## config.mk

```make
export PLATFORM = sky130hd
export DESIGN_NAME = sfr_seq
export DESIGN_NICKNAME = d
export VERILOG_FILES = /design/src/sfr_pkg.sv /design/src/sfr_seq.sv
export SDC_FILE = /design/constraint.sdc
export NUM_CORES = 1
export LEC_CHECK = 0
export BUFFER_PORTS_ARGS = -buffer_cell sky130_fd_sc_hd__buf_4
export CAP_MARGIN = 40
export CORE_ASPECT_RATIO = 0.9
export CORE_UTILIZATION = 50
export DETAILED_ROUTE_END_ITERATION = 12
export PLACE_DENSITY = 0.81
export SLEW_MARGIN = 10
export SYNTH_ARGS = -nofsm -noshare
export SYNTH_HDL_FRONTEND = slang
export SYNTH_SLANG_ARGS = --single-unit
```

## constraint.sdc

```tcl
create_clock -name pclk -period 2.7 [get_ports pclk]
set_input_delay 0.54 -clock pclk [delete_from_list [all_inputs] [get_ports pclk]]
set_output_delay 0.54 -clock pclk [all_outputs]
set_load 0.01 [all_outputs]
```

## src/sfr_pkg.sv

```systemverilog
// Package for the switch fundamental reset sequencer: register map,
// field positions, reset values, timing constants, state and strap types.
// Assumes a 100 MHz APB clock and one design module that imports it.
package sfr_pkg;

    // Register byte offsets.
    localparam logic [11:0] SFR_CTRL_OFS = 12'h000;
    localparam logic [11:0] SFR_BOOT_OFS = 12'h004;
    localparam logic [11:0] SFR_SEQ_OFS = 12'h008;

    // Switch control register fields.
    localparam int SFR_UNLOCK_BIT = 0;
    localparam int SFR_HALT_BIT = 1;

    // Sequence status register fields.
    localparam int SFR_SEQ_STATE_LSB = 0;
    localparam int SFR_SEQ_PLL_BIT = 4;
    localparam int SFR_SEQ_STACK_BIT = 5;
    localparam int SFR_SEQ_READY_BIT = 6;
    localparam int SFR_SEQ_QUASI_BIT = 7;
    localparam int SFR_SEQ_RUN_BIT = 8;

    // Timing: the figures in milliseconds and the clock rate.
    localparam int SFR_CLK_MHZ = 100;
    localparam int SFR_STACK_DEADLINE_MS = 20;
    localparam int SFR_READY_DEADLINE_MS = 100;
    localparam int SFR_STACK_DEADLINE_CYC = SFR_STACK_DEADLINE_MS * 1000 * SFR_CLK_MHZ;
    localparam int SFR_READY_DEADLINE_CYC = SFR_READY_DEADLINE_MS * 1000 * SFR_CLK_MHZ;
    localparam int SFR_TIMER_W = 24;

    // Reset values.
    localparam logic [31:0] SFR_RDATA_RST = 32'h0000_0000;
    localparam logic [SFR_TIMER_W-1:0] SFR_TIMER_RST = 24'h00_0000;

    typedef enum logic [3:0] {
        SFR_WAIT = 4'h0,
        SFR_SAMPLE = 4'h1,
        SFR_INIT = 4'h3,
        SFR_UNLOCK = 4'h2,
        SFR_PLL = 4'h6,
        SFR_MSMB = 4'h7,
        SFR_SSMB = 4'h5,
        SFR_STACK = 4'h4,
        SFR_HALT = 4'hC,
        SFR_RELOCK = 4'hD,
        SFR_RUN = 4'hF
    } sfr_state_t;

    // Captured boot configuration vector.
    typedef struct packed {
        logic [3:0] merge;
        logic halt;
        logic [3:0] slave_addr;
        logic [3:0] mode;
        logic slow;
        logic [3:0] eeprom_addr;
    } sfr_boot_t;

    localparam sfr_boot_t SFR_BOOT_RST = '0;

endpackage

```

## src/sfr_seq.sv

```systemverilog
// Switch fundamental reset sequencer with an APB register slave.
// Assumes straps and handshake inputs are synchronous to pclk and that the
// slave SMBus bridge reaches the switch control register through APB.
//
// Function
// - Sampled merge straps fix merging of port pairs 8/9 through 14/15, unchangeable.
// - Reset-halt strap keeps device in reset with both SMBus interfaces active.
// - External master clears halt bit; device leaves halted state only then.
// - Own slave SMBus address takes strap bits 5 and 3 to 1.
// - Four-bit switch-mode strap sets operating mode, fixed after sampling.
// - Cold and warm fundamental resets run the identical sequence.
// - Global reset input assertion starts a fundamental reset at any time.
// - First step holds until the global reset input is negated.
// - On negation capture every boot strap once and hold it.
// - After sampling, every register is loaded with its default value.
// - After register init set the register-unlock bit in switch control.
// - Start PLL and SerDes init and proceed only after PLL lock.
// - Master SMBus uses sampled slow strap and EEPROM address bits 4 to 1.
// - After master SMBus setup release and initialize the slave SMBus.
// - Within 20 ms of negation release port stacks and start link training.
// - Within 100 ms of negation all ports accept and process TLPs.
// - Boot straps are sampled only in fundamental reset, ignored otherwise.
// - While halted, ports retry type 0 config requests and drop other TLPs.
// - Clear the register-unlock bit before normal operation begins.
//
// Our own choices: the APB slave port and the register addresses.
module sfr_seq
    import sfr_pkg::*;
#(
    parameter int STACK_DEADLINE_CYC = SFR_STACK_DEADLINE_CYC,
    parameter int READY_DEADLINE_CYC = SFR_READY_DEADLINE_CYC,
    parameter logic [6:0] SLAVE_ADDR_BASE = 7'h00,
    parameter logic [6:0] EEPROM_ADDR_BASE = 7'h00
) (
    // Clock and reset.
    input wire logic pclk,
    input wire logic presetn,
    // APB slave.
    input wire logic psel,
    input wire logic penable,
    input wire logic pwrite,
    input wire logic [11:0] paddr,
    input wire logic [31:0] pwdata,
    output logic [31:0] prdata,
    output logic pready,
    output logic pslverr,
    // Board reset and boot straps.
    input wire logic global_reset_n,
    input wire logic [3:0] merge_strap,
    input wire logic reset_halt_req,
    input wire logic [3:0] slave_bus_addr_strap,
    input wire logic [3:0] switch_mode_strap,
    input wire logic master_bus_slow_strap,
    input wire logic [3:0] master_bus_eeprom_addr_strap,
    // PLL and SerDes.
    input wire logic pll_lock,
    output logic pll_init,
    // SMBus interfaces.
    output logic master_bus_en,
    output logic master_bus_slow,
    output logic [6:0] master_bus_eeprom_addr,
    output logic slave_bus_rst_n,
    output logic [6:0] slave_bus_addr,
    // Port stacks.
    output logic [3:0] pair_merge_sel,
    output logic [3:0] switch_mode,
    output logic stack_rst_n,
    output logic quasi_reset,
    output logic ports_ready,
    output logic normal_op
);

    sfr_state_t state_q, state_d;
    sfr_boot_t boot_q, boot_d;
    logic unlock_q, unlock_d;
    logic halt_q, halt_d;
    logic stack_rel_q, stack_rel_d;
    logic ready_q, ready_d;
    logic [SFR_TIMER_W-1:0] timer_q, timer_d;
    logic [31:0] rdata_q, rdata_d;

    logic setup;
    logic access;
    logic wr_ctrl;
    logic past_stack;

    // Inserts strap bits 5 and 3 to 1 into a fixed slave address.
    function automatic logic [6:0] slave_addr_f(input logic [6:0] base, input logic [3:0] s);
        slave_addr_f = {base[6], s[3], base[4], s[2:0], base[0]};
    endfunction

    // Inserts strap bits 4 to 1 into a fixed EEPROM address.
    function automatic logic [6:0] eeprom_addr_f(input logic [6:0] base, input logic [3:0] s);
        eeprom_addr_f = {base[6:5], s, base[0]};
    endfunction

    assign setup = psel && !penable;
    assign access = psel && penable;
    assign wr_ctrl = access && pwrite && (paddr == SFR_CTRL_OFS);
    assign past_stack = (state_q == SFR_STACK) || (state_q == SFR_HALT) ||
                        (state_q == SFR_RELOCK) || (state_q == SFR_RUN);

    // Sequencer, captured straps and control bits.
    always_comb begin
        state_d = state_q;
        boot_d = boot_q;
        unlock_d = unlock_q;
        halt_d = halt_q;
        stack_rel_d = stack_rel_q;
        ready_d = ready_q;
        timer_d = timer_q;
        if (timer_q < SFR_TIMER_W'(READY_DEADLINE_CYC)) begin
            timer_d = timer_q + 1'b1;
        end
        case (state_q)
            SFR_WAIT: begin
                timer_d = SFR_TIMER_RST;
                if (global_reset_n) begin
                    state_d = SFR_SAMPLE;
                end
            end
            SFR_SAMPLE: begin
                // Straps are captured here and nowhere else.
                boot_d = '{merge: merge_strap, halt: reset_halt_req,
                           slave_addr: slave_bus_addr_strap, mode: switch_mode_strap,
                           slow: master_bus_slow_strap,
                           eeprom_addr: master_bus_eeprom_addr_strap};
                state_d = SFR_INIT;
            end
            SFR_INIT: begin
                unlock_d = 1'b0;
                halt_d = boot_q.halt;
                stack_rel_d = 1'b0;
                ready_d = 1'b0;
                state_d = SFR_UNLOCK;
            end
            SFR_UNLOCK: begin
                unlock_d = 1'b1;
                state_d = SFR_PLL;
            end
            SFR_PLL: begin
                if (pll_lock) begin
                    state_d = SFR_MSMB;
                end
            end
            SFR_MSMB: begin
                state_d = SFR_SSMB;
            end
            SFR_SSMB: begin
                state_d = SFR_STACK;
            end
            SFR_STACK: begin
                stack_rel_d = 1'b1;
                state_d = SFR_HALT;
            end
            SFR_HALT: begin
                if (!halt_q) begin
                    state_d = SFR_RELOCK;
                end
            end
            SFR_RELOCK: begin
                unlock_d = 1'b0;
                state_d = SFR_RUN;
            end
            SFR_RUN: begin
                state_d = SFR_RUN;
            end
            default: begin
                state_d = SFR_WAIT;
            end
        endcase
        // The deadline releases the stacks even if PLL lock is late.
        if (state_q != SFR_WAIT && timer_q >= SFR_TIMER_W'(STACK_DEADLINE_CYC - 2)) begin
            stack_rel_d = 1'b1;
        end
        if (stack_rel_q && timer_q >= SFR_TIMER_W'(READY_DEADLINE_CYC - 2)) begin
            ready_d = 1'b1;
        end
        // Write one to the halt bit clears it; the sequencer never sets it after INIT.
        if (wr_ctrl && pwdata[SFR_HALT_BIT] && state_q != SFR_INIT) begin
            halt_d = 1'b0;
        end
        // Any assertion of the global reset restarts the same sequence.
        if (!global_reset_n) begin
            state_d = SFR_WAIT;
            unlock_d = 1'b0;
            halt_d = 1'b0;
            stack_rel_d = 1'b0;
            ready_d = 1'b0;
            timer_d = SFR_TIMER_RST;
        end
    end

    always_ff @(posedge pclk or negedge presetn) begin
        if (!presetn) begin
            state_q <= SFR_WAIT;
            boot_q <= SFR_BOOT_RST;
            unlock_q <= 1'b0;
            halt_q <= 1'b0;
            stack_rel_q <= 1'b0;
            ready_q <= 1'b0;
            timer_q <= SFR_TIMER_RST;
        end else begin
            state_q <= state_d;
            boot_q <= boot_d;
            unlock_q <= unlock_d;
            halt_q <= halt_d;
            stack_rel_q <= stack_rel_d;
            ready_q <= ready_d;
            timer_q <= timer_d;
        end
    end

    // Read data is latched in the setup cycle and shown during access.
    always_comb begin
        rdata_d = rdata_q;
        if (setup) begin
            rdata_d = SFR_RDATA_RST;
            case (paddr)
                SFR_CTRL_OFS: begin
                    rdata_d[SFR_UNLOCK_BIT] = unlock_q;
                    rdata_d[SFR_HALT_BIT] = halt_q;
                end
                SFR_BOOT_OFS: begin
                    rdata_d[$bits(sfr_boot_t)-1:0] = boot_q;
                end
                SFR_SEQ_OFS: begin
                    rdata_d[SFR_SEQ_STATE_LSB +: 4] = state_q;
                    rdata_d[SFR_SEQ_PLL_BIT] = pll_lock;
                    rdata_d[SFR_SEQ_STACK_BIT] = stack_rel_q;
                    rdata_d[SFR_SEQ_READY_BIT] = ready_q;
                    rdata_d[SFR_SEQ_QUASI_BIT] = quasi_reset;
                    rdata_d[SFR_SEQ_RUN_BIT] = normal_op;
                end
                default: begin
                    rdata_d = SFR_RDATA_RST;
                end
            endcase
        end
    end

    always_ff @(posedge pclk or negedge presetn) begin
        if (!presetn) begin
            rdata_q <= SFR_RDATA_RST;
        end else begin
            rdata_q <= rdata_d;
        end
    end

    assign prdata = rdata_q;
    assign pready = access;
    assign pslverr = access && (paddr != SFR_CTRL_OFS) && (paddr != SFR_BOOT_OFS) &&
                     (paddr != SFR_SEQ_OFS);

    // Outputs derived from the registered sequence state, captured straps and control bits.
    assign pll_init = (state_q == SFR_PLL);
    assign master_bus_en = (state_q != SFR_WAIT) && (state_q != SFR_SAMPLE) &&
                           (state_q != SFR_INIT) && (state_q != SFR_UNLOCK) &&
                           (state_q != SFR_PLL);
    assign master_bus_slow = boot_q.slow;
    assign master_bus_eeprom_addr = eeprom_addr_f(EEPROM_ADDR_BASE, boot_q.eeprom_addr);
    assign slave_bus_rst_n = master_bus_en && (state_q != SFR_MSMB);
    assign slave_bus_addr = slave_addr_f(SLAVE_ADDR_BASE, boot_q.slave_addr);
    assign pair_merge_sel = boot_q.merge;
    assign switch_mode = boot_q.mode;
    assign stack_rst_n = stack_rel_q;
    assign quasi_reset = stack_rel_q && (state_q != SFR_RUN) &&
                         (state_q != SFR_RELOCK);
    assign ports_ready = ready_q;
    assign normal_op = (state_q == SFR_RUN) && ready_q;

    // Assertions.
    AST_MERGE_FIXED: assert property (@(posedge pclk) disable iff (!presetn)
        (state_q != SFR_SAMPLE) |=> $stable(boot_q))
        else $error("Straps changed outside the sample step.");
    AST_HALT_HOLDS: assert property (@(posedge pclk) disable iff (!presetn)
        (state_q == SFR_HALT && halt_q) |=> (state_q == SFR_HALT || !global_reset_n ||
        !$past(global_reset_n)))
        else $error("Left halted state while halt bit set.");
    AST_HALT_CLEAR: assert property (@(posedge pclk) disable iff (!presetn)
        (state_q == SFR_HALT && !halt_q && global_reset_n) |=> (state_q == SFR_RELOCK))
        else $error("Halt clear did not release the sequence.");
    AST_SLAVE_ADDR: assert property (@(posedge pclk) disable iff (!presetn)
        {slave_bus_addr[5], slave_bus_addr[3:1]} == boot_q.slave_addr)
        else $error("Slave address does not follow strap.");
    AST_RESTART: assert property (@(posedge pclk) disable iff (!presetn)
        !global_reset_n |=> (state_q == SFR_WAIT && !stack_rst_n && !unlock_q))
        else $error("Global reset did not restart the sequence.");
    AST_WAIT_NEG: assert property (@(posedge pclk) disable iff (!presetn)
        (state_q == SFR_WAIT && global_reset_n) |=> (state_q == SFR_SAMPLE))
        else $error("Sequence did not leave first step on negation.");
    AST_WAIT_HOLD: assert property (@(posedge pclk) disable iff (!presetn)
        (state_q == SFR_WAIT && !global_reset_n) |=> (state_q == SFR_WAIT))
        else $error("Sequence left first step while global reset held.");
    AST_UNLOCK_SET: assert property (@(posedge pclk) disable iff (!presetn)
        (state_q == SFR_UNLOCK && global_reset_n) |=> (unlock_q && state_q == SFR_PLL))
        else $error("Unlock bit not set after init.");
    AST_PLL_WAIT: assert property (@(posedge pclk) disable iff (!presetn)
        (state_q == SFR_PLL && !pll_lock && global_reset_n) |=> (state_q == SFR_PLL))
        else $error("Advanced without PLL lock.");
    AST_SMB_ORDER: assert property (@(posedge pclk) disable iff (!presetn)
        $rose(slave_bus_rst_n) |-> $past(master_bus_en))
        else $error("Slave SMBus released before master set up.");
    AST_STACK_DEADLINE: assert property (@(posedge pclk) disable iff (!presetn)
        (global_reset_n && state_q != SFR_WAIT &&
         timer_q >= SFR_TIMER_W'(STACK_DEADLINE_CYC)) |-> stack_rst_n)
        else $error("Stack reset held past its deadline.");
    AST_READY_DEADLINE: assert property (@(posedge pclk) disable iff (!presetn)
        (global_reset_n && state_q != SFR_WAIT &&
         timer_q >= SFR_TIMER_W'(READY_DEADLINE_CYC)) |-> ports_ready)
        else $error("Ports not ready by deadline.");
    AST_READY_ORDER: assert property (@(posedge pclk) disable iff (!presetn)
        ports_ready |-> stack_rst_n)
        else $error("Ports ready while stacks held in reset.");
    AST_RELOCK: assert property (@(posedge pclk) disable iff (!presetn)
        (normal_op) |-> !unlock_q)
        else $error("Normal operation with register unlock set.");
    AST_QUASI: assert property (@(posedge pclk) disable iff (!presetn)
        (state_q == SFR_HALT && halt_q && stack_rst_n) |-> quasi_reset)
        else $error("Halted ports not in quasi-reset.");
    AST_RESET_SAME: assert property (@(posedge pclk) disable iff (!presetn)
        (state_q == SFR_WAIT) |-> (!stack_rst_n && !unlock_q && !quasi_reset && !normal_op))
        else $error("First step entered with state left from an earlier run.");
    AST_STRAP_CAPTURE: assert property (@(posedge pclk) disable iff (!presetn)
        (state_q == SFR_SAMPLE) |=> (boot_q.merge == $past(merge_strap) &&
        boot_q.mode == $past(switch_mode_strap) && boot_q.halt == $past(reset_halt_req)))
        else $error("Boot straps not captured in the sample step.");
    AST_INIT_DEFAULTS: assert property (@(posedge pclk) disable iff (!presetn)
        (state_q == SFR_INIT && global_reset_n) |=>
        (!unlock_q && !stack_rst_n && !ports_ready && state_q == SFR_UNLOCK))
        else $error("Registers not at defaults after init.");
    AST_LOCK_FIRST: assert property (@(posedge pclk) disable iff (!presetn)
        $rose(master_bus_en) |-> $past(pll_lock))
        else $error("Master SMBus started before PLL lock.");
    AST_MSMB_SETUP: assert property (@(posedge pclk) disable iff (!presetn)
        master_bus_en |-> (master_bus_slow == boot_q.slow &&
        master_bus_eeprom_addr[4:1] == boot_q.eeprom_addr))
        else $error("Master SMBus setup does not follow straps.");
    AST_STACK_ORDER: assert property (@(posedge pclk) disable iff (!presetn)
        (past_stack && state_q != SFR_STACK) |-> stack_rst_n)
        else $error("Late sequence step reached with port stacks held.");
    AST_RUN_LOCKED: assert property (@(posedge pclk) disable iff (!presetn)
        (state_q == SFR_RELOCK && global_reset_n) |=> (state_q == SFR_RUN && !unlock_q))
        else $error("Unlock bit not cleared on the way to normal operation.");
    AST_MODE_FIXED: assert property (@(posedge pclk) disable iff (!presetn)
        (state_q != SFR_SAMPLE) |=> $stable(switch_mode))
        else $error("Switch mode changed after sampling.");

endmodule

```

# Word-level counts from Yosys, hierarchy flattened
# Index checks and enable logic that the tools add are counted.
# word_totals
reg_bits	68
input_bits	69
out_inout_bits	64
word_cells	93
# op_classes
n_addsub	1
magnitude_cmp	3
eq_ne	28
muxes	21
n_reduce_logical	27
# op_table
cell	count
2-to-1 mux 24 bit	3
case mux 4 bit (10 select lines)	1
adder 24 x 1 -> 24 bit, second input constant	1
>= comparator 24 x 21 -> 1 bit, second input constant	1
>= comparator 24 bit, second input constant	1
< comparator 24 bit, second input constant	1
logical AND 1 bit	19
equality test 4 x 3 -> 1 bit, second input constant	4
case mux 7 bit (2 select lines)	1
equality test 12 x 3 -> 1 bit, second input constant	1
equality test 12 x 4 -> 1 bit, second input constant	1
equality test 4 bit, second input constant	3
logical NOT 12 bit	1
2-to-1 mux 4 bit	3
inequality test 12 x 3 -> 1 bit, second input constant	1
inequality test 12 x 4 -> 1 bit, second input constant	1
nonzero test 12 bit	1
2-to-1 mux 1 bit	9
2-to-1 mux 9 bit	1
inequality test 3 x 1 -> 1 bit, second input constant	3
equality test 4 x 2 -> 1 bit, second input constant	2
inequality test 4 x 1 -> 1 bit, second input constant	2
inequality test 4 x 2 -> 1 bit, second input constant	2
inequality test 4 x 3 -> 1 bit, second input constant	2
other kinds (11)	15

# Logic depth before layout (Yosys ltp)
# depth
word_depth	7
depth_mapped	8
mapped_depth_nobuf	6

# Least setup slack after synthesis
# OpenSTA, ideal clock, no wires.
# synth_path
kind	register to register
startpoint	register timer_q[21]
endpoint	register timer_q[17]
setup_ps	78
arrival_time_ps	2174
setup_slack_ps	448
path_stages_with_launch	7
path_buffers	1
period_less_slack_ps	2252
path_cell_list	dfrtp_1 -> or4_1 -> or2_1 -> o221a_4 -> buf_6 -> or4_1 -> a21oi_1
# synth_between
elab_chain_cells	2
# synth_lines
element	line	source
start, declared	sfr_seq.sv:79	logic [SFR_TIMER_W-1:0] timer_q, timer_d;
start signal, assigned	sfr_seq.sv:210	timer_q <= timer_d;
< comparator 24 bit	sfr_seq.sv:112	if (timer_q < SFR_TIMER_W'(READY_DEADLINE_CYC)) begin
inequality test 3 x 1 -> 1 bit (no source line)	n/a	
# Every way passes these cells.
# A chain may end at the register's enable or synchronous reset.

# Final worst setup path
# layout_path
startpoint	register timer_q[21]
endpoint	register timer_q[14]
# The elaborated chain is that of the path after synthesis.

==> flow_metrics.tcl <==
set metrics [dict create \
    regToRegStartpoint "timer_q[21]$_DFFE_PN0P_" \
    coreArea_mm2 0.007184 \
    p_total_mw 2.734 \
    numCtsBuffers 9 \
    synth-simple-area-share_pct 21.27 \
    clock.fmax_ghz 0.4094 \
    hold_buffers 0 \
    startpoint_type "register" \
    first_pass_iters 4 \
    portBuffers 81 \
    drive_gt1_share_pct 27.87 \
    synth.mux.area_fraction_pct 6.461 \
    initial_utilization_pct 52.56 \
    drt-total-wl_um 8433 \
    design_area_mm2 0.004479 \
    layout_common_cells "buf_4 (90), dfrtp_1 (68), nand2_1 (49)" \
    crit_chain "or4_1 > or2_1 > o221a_4 > or4_1 > a21oi_1" \
    syn_area_mm2 0.003776 \
    ir_worst_vdd_uv 303.2 \
    ys_types 48 \
    drtIter0Drc 160 \
    postPlaceCellArea_mm2 0.004303 \
    clkTransAtPathRegs_ns 0.07 \
    status "finished, final reports clean" \
    cts_root_buf "clkbuf_8" \
    grt_pass1_vias 2998 \
    drv_cap 0 \
    cp-startpoint "timer_q[21]$_DFFE_PN0P_" \
    drtAntennaViolNets 0 \
    required_ns 2.97 \
    fp.dieH_um 84.45 \
    cts_max_path_buffers 2 \
    p_per_area_mw_per_mm2 610.3 \
    crit_path_top_delay_cell "or4_1" \
    synth_edf_count 0 \
    grtUsageTotal_pct 22.69 \
    dieArea_mm2 0.007904 \
    io_pins 133 \
    hold_violations 0 \
    cts_setup_buffers 0 \
    place_ws_ns 0.2721 \
    synth_compound_area_share_pct 16.60 \
    htreeDepth 3 \
    cp-end-kind "register" \
    clock-sinks 68 \
    setup_tns_ns 0 \
    critPathKind "reg2reg" \
    cpMostUsedCell "or4_1" \
    dp_hpwl_um 6062 \
    vias 3228 \
    fp.dieW_um 93.61 \
    cts_tree "yes" \
    async_flop_share_pct 100.0 \
    synth.avg_cell_area_um2 9.347 \
    synth.yosys.seq_area_share_pct 45.06 \
    rsz0062_at_grt "no" \
    place_congestion 0.8660 \
    yosys_warnings 0 \
    wl_per_cell_um 14.98 \
    min_period_over_period_pct 90.48 \
    rows 29 \
    diodes 0 \
    finalNonFillerCells 563 \
    remaining_drc_errors 0 \
    hold_path.class "in2async" \
    arrival_ns 2.71 \
    skew_ns 0.004507 \
    clock_latency_ns 0.34 \
    path_max_fanout 43 \
    dp.cells 547 \
    post-route-util_pct 62.35 \
    overflow 0 \
    synth_top_family_by_area "simple AND/OR/NAND/NOR gates" \
    grt_max_degree 54 \
    finalMaxSlewViolations 0 \
    grt_pass1_wl_um 14140 \
    fin_nets 535 \
    setup_viol 0 \
    area_delta_synth_final_pct 18.62 \
    ys_seq_elements 68 \
    antenna_found_initial 0 \
    ctsResizeCount 0 \
    whs_ns 0.05515 \
    period_minus_slack_ns 2.443 \
    synthAdderAreaFrac_pct 0.3313 \
    final_common_cell "buf_4" \
    syn_inst 404 \
    leakagePower_nw 2.017 \
    critPathMaxStageDelay_ns 0.56 \
    synthXorXnorAreaFrac_pct 0 \
    layout_setup_ws_ns 0.2571 \
    ys.flop_type "dfrtp_1" \
    viasPerCell 5.734 \
]
-- power by group --
part | switching (mW) | internal, mW | total (mW)
registers | 0.153 | 1.17 | 1.32
logic | 0.310 | 0.372 | 0.682
clock network | 0.393 | 0.337 | 0.730
-- layout make-up --
| type | instances | area (um^2) |
|---|---|---|
| tap | 93 | 116.4 |
| multi-input combinational | 293 | 1774 |
| sequential | 68 | 1702 |
| timing repair buffer | 91 | 703.2 |
| inverter | 2 | 7.507 |
| fill | 599 | 2705 |
| clock inverter | 7 | 52.55 |
| clock buffer | 9 | 123.9 |
-- worst max-delay path: cells and delay by family (launching register included) --
family          cells  cell delay, ns
compound gates      2            0.55
flops               1            0.43
simple gates        3            1.37
-- synthesized netlist by cell type (5+ instances only) --
cell | number | area [um^2]
mux2_2 | 17 | 191.4
o211ai_1 | 7 | 52.55
clkbuf_1 | 20 | 75.07
and3_1 | 6 | 37.54
o21ai_1 | 17 | 85.08
and2_1 | 8 | 50.05
nand4_1 | 10 | 62.56
buf_4 | 38 | 285.3
nand2_1 | 49 | 183.9
or3_1 | 7 | 43.79
o21ai_0 | 11 | 55.05
or4_1 | 17 | 127.6
nor2_1 | 12 | 45.04
a22oi_1 | 6 | 45.04
nand3_1 | 18 | 90.09
o31ai_1 | 14 | 105.1
nor2b_1 | 5 | 31.28
dfrtp_1 | 68 | 1702
a21oi_1 | 25 | 125.1
-- path summary, 6_finish.rpt --
path,slack (ns),cells past startpoint,endpoint
worst max-delay path,0.26,5,timer_q[14]$_DFFE_PN0P_
worst min-delay path,0.06,1,slave_bus_addr[3]$_DFFE_PN0N_
worst max register to register,0.26,5,timer_q[14]$_DFFE_PN0P_
worst min register to register,0.49,2,prdata[15]$_DFFE_PN0P_
max in group asynchronous,2.13,2,stack_rst_n$_DFFE_PN0P_
min in group pclk,0.42,2,master_bus_eeprom_addr[4]$_DFFE_PN0N_
-- registers in the layout, indices dropped and copies added, names as in the netlist --
signal                  count
boot_q                      1
timer_q                    24
state_q                     4
halt_q                      1
unlock_q                    1
pair_merge_sel              4
master_bus_eeprom_addr      4
slave_bus_addr              4
stack_rst_n                 1
prdata                     18
ports_ready                 1
switch_mode                 4
master_bus_slow             1
-- routing by layer --
layer	track usage (%)	vias up	wire length [um]
li1	-	1555	-
met1	29.84	1564	3764
met2	36.90	102	3999
met3	6.341	7	595
met4	6.154	0	73
met5	0	-	0
-- kinds of logic after synthesis --
kind of cell,count (synthesis)
and+or+nand+nor,152
AOI/OAI and AO/OA,98
DFF,68
buffers and inverters,62
muxes,22
adders and majority gates,1
other,1
(Power assumes the default switching activity.)
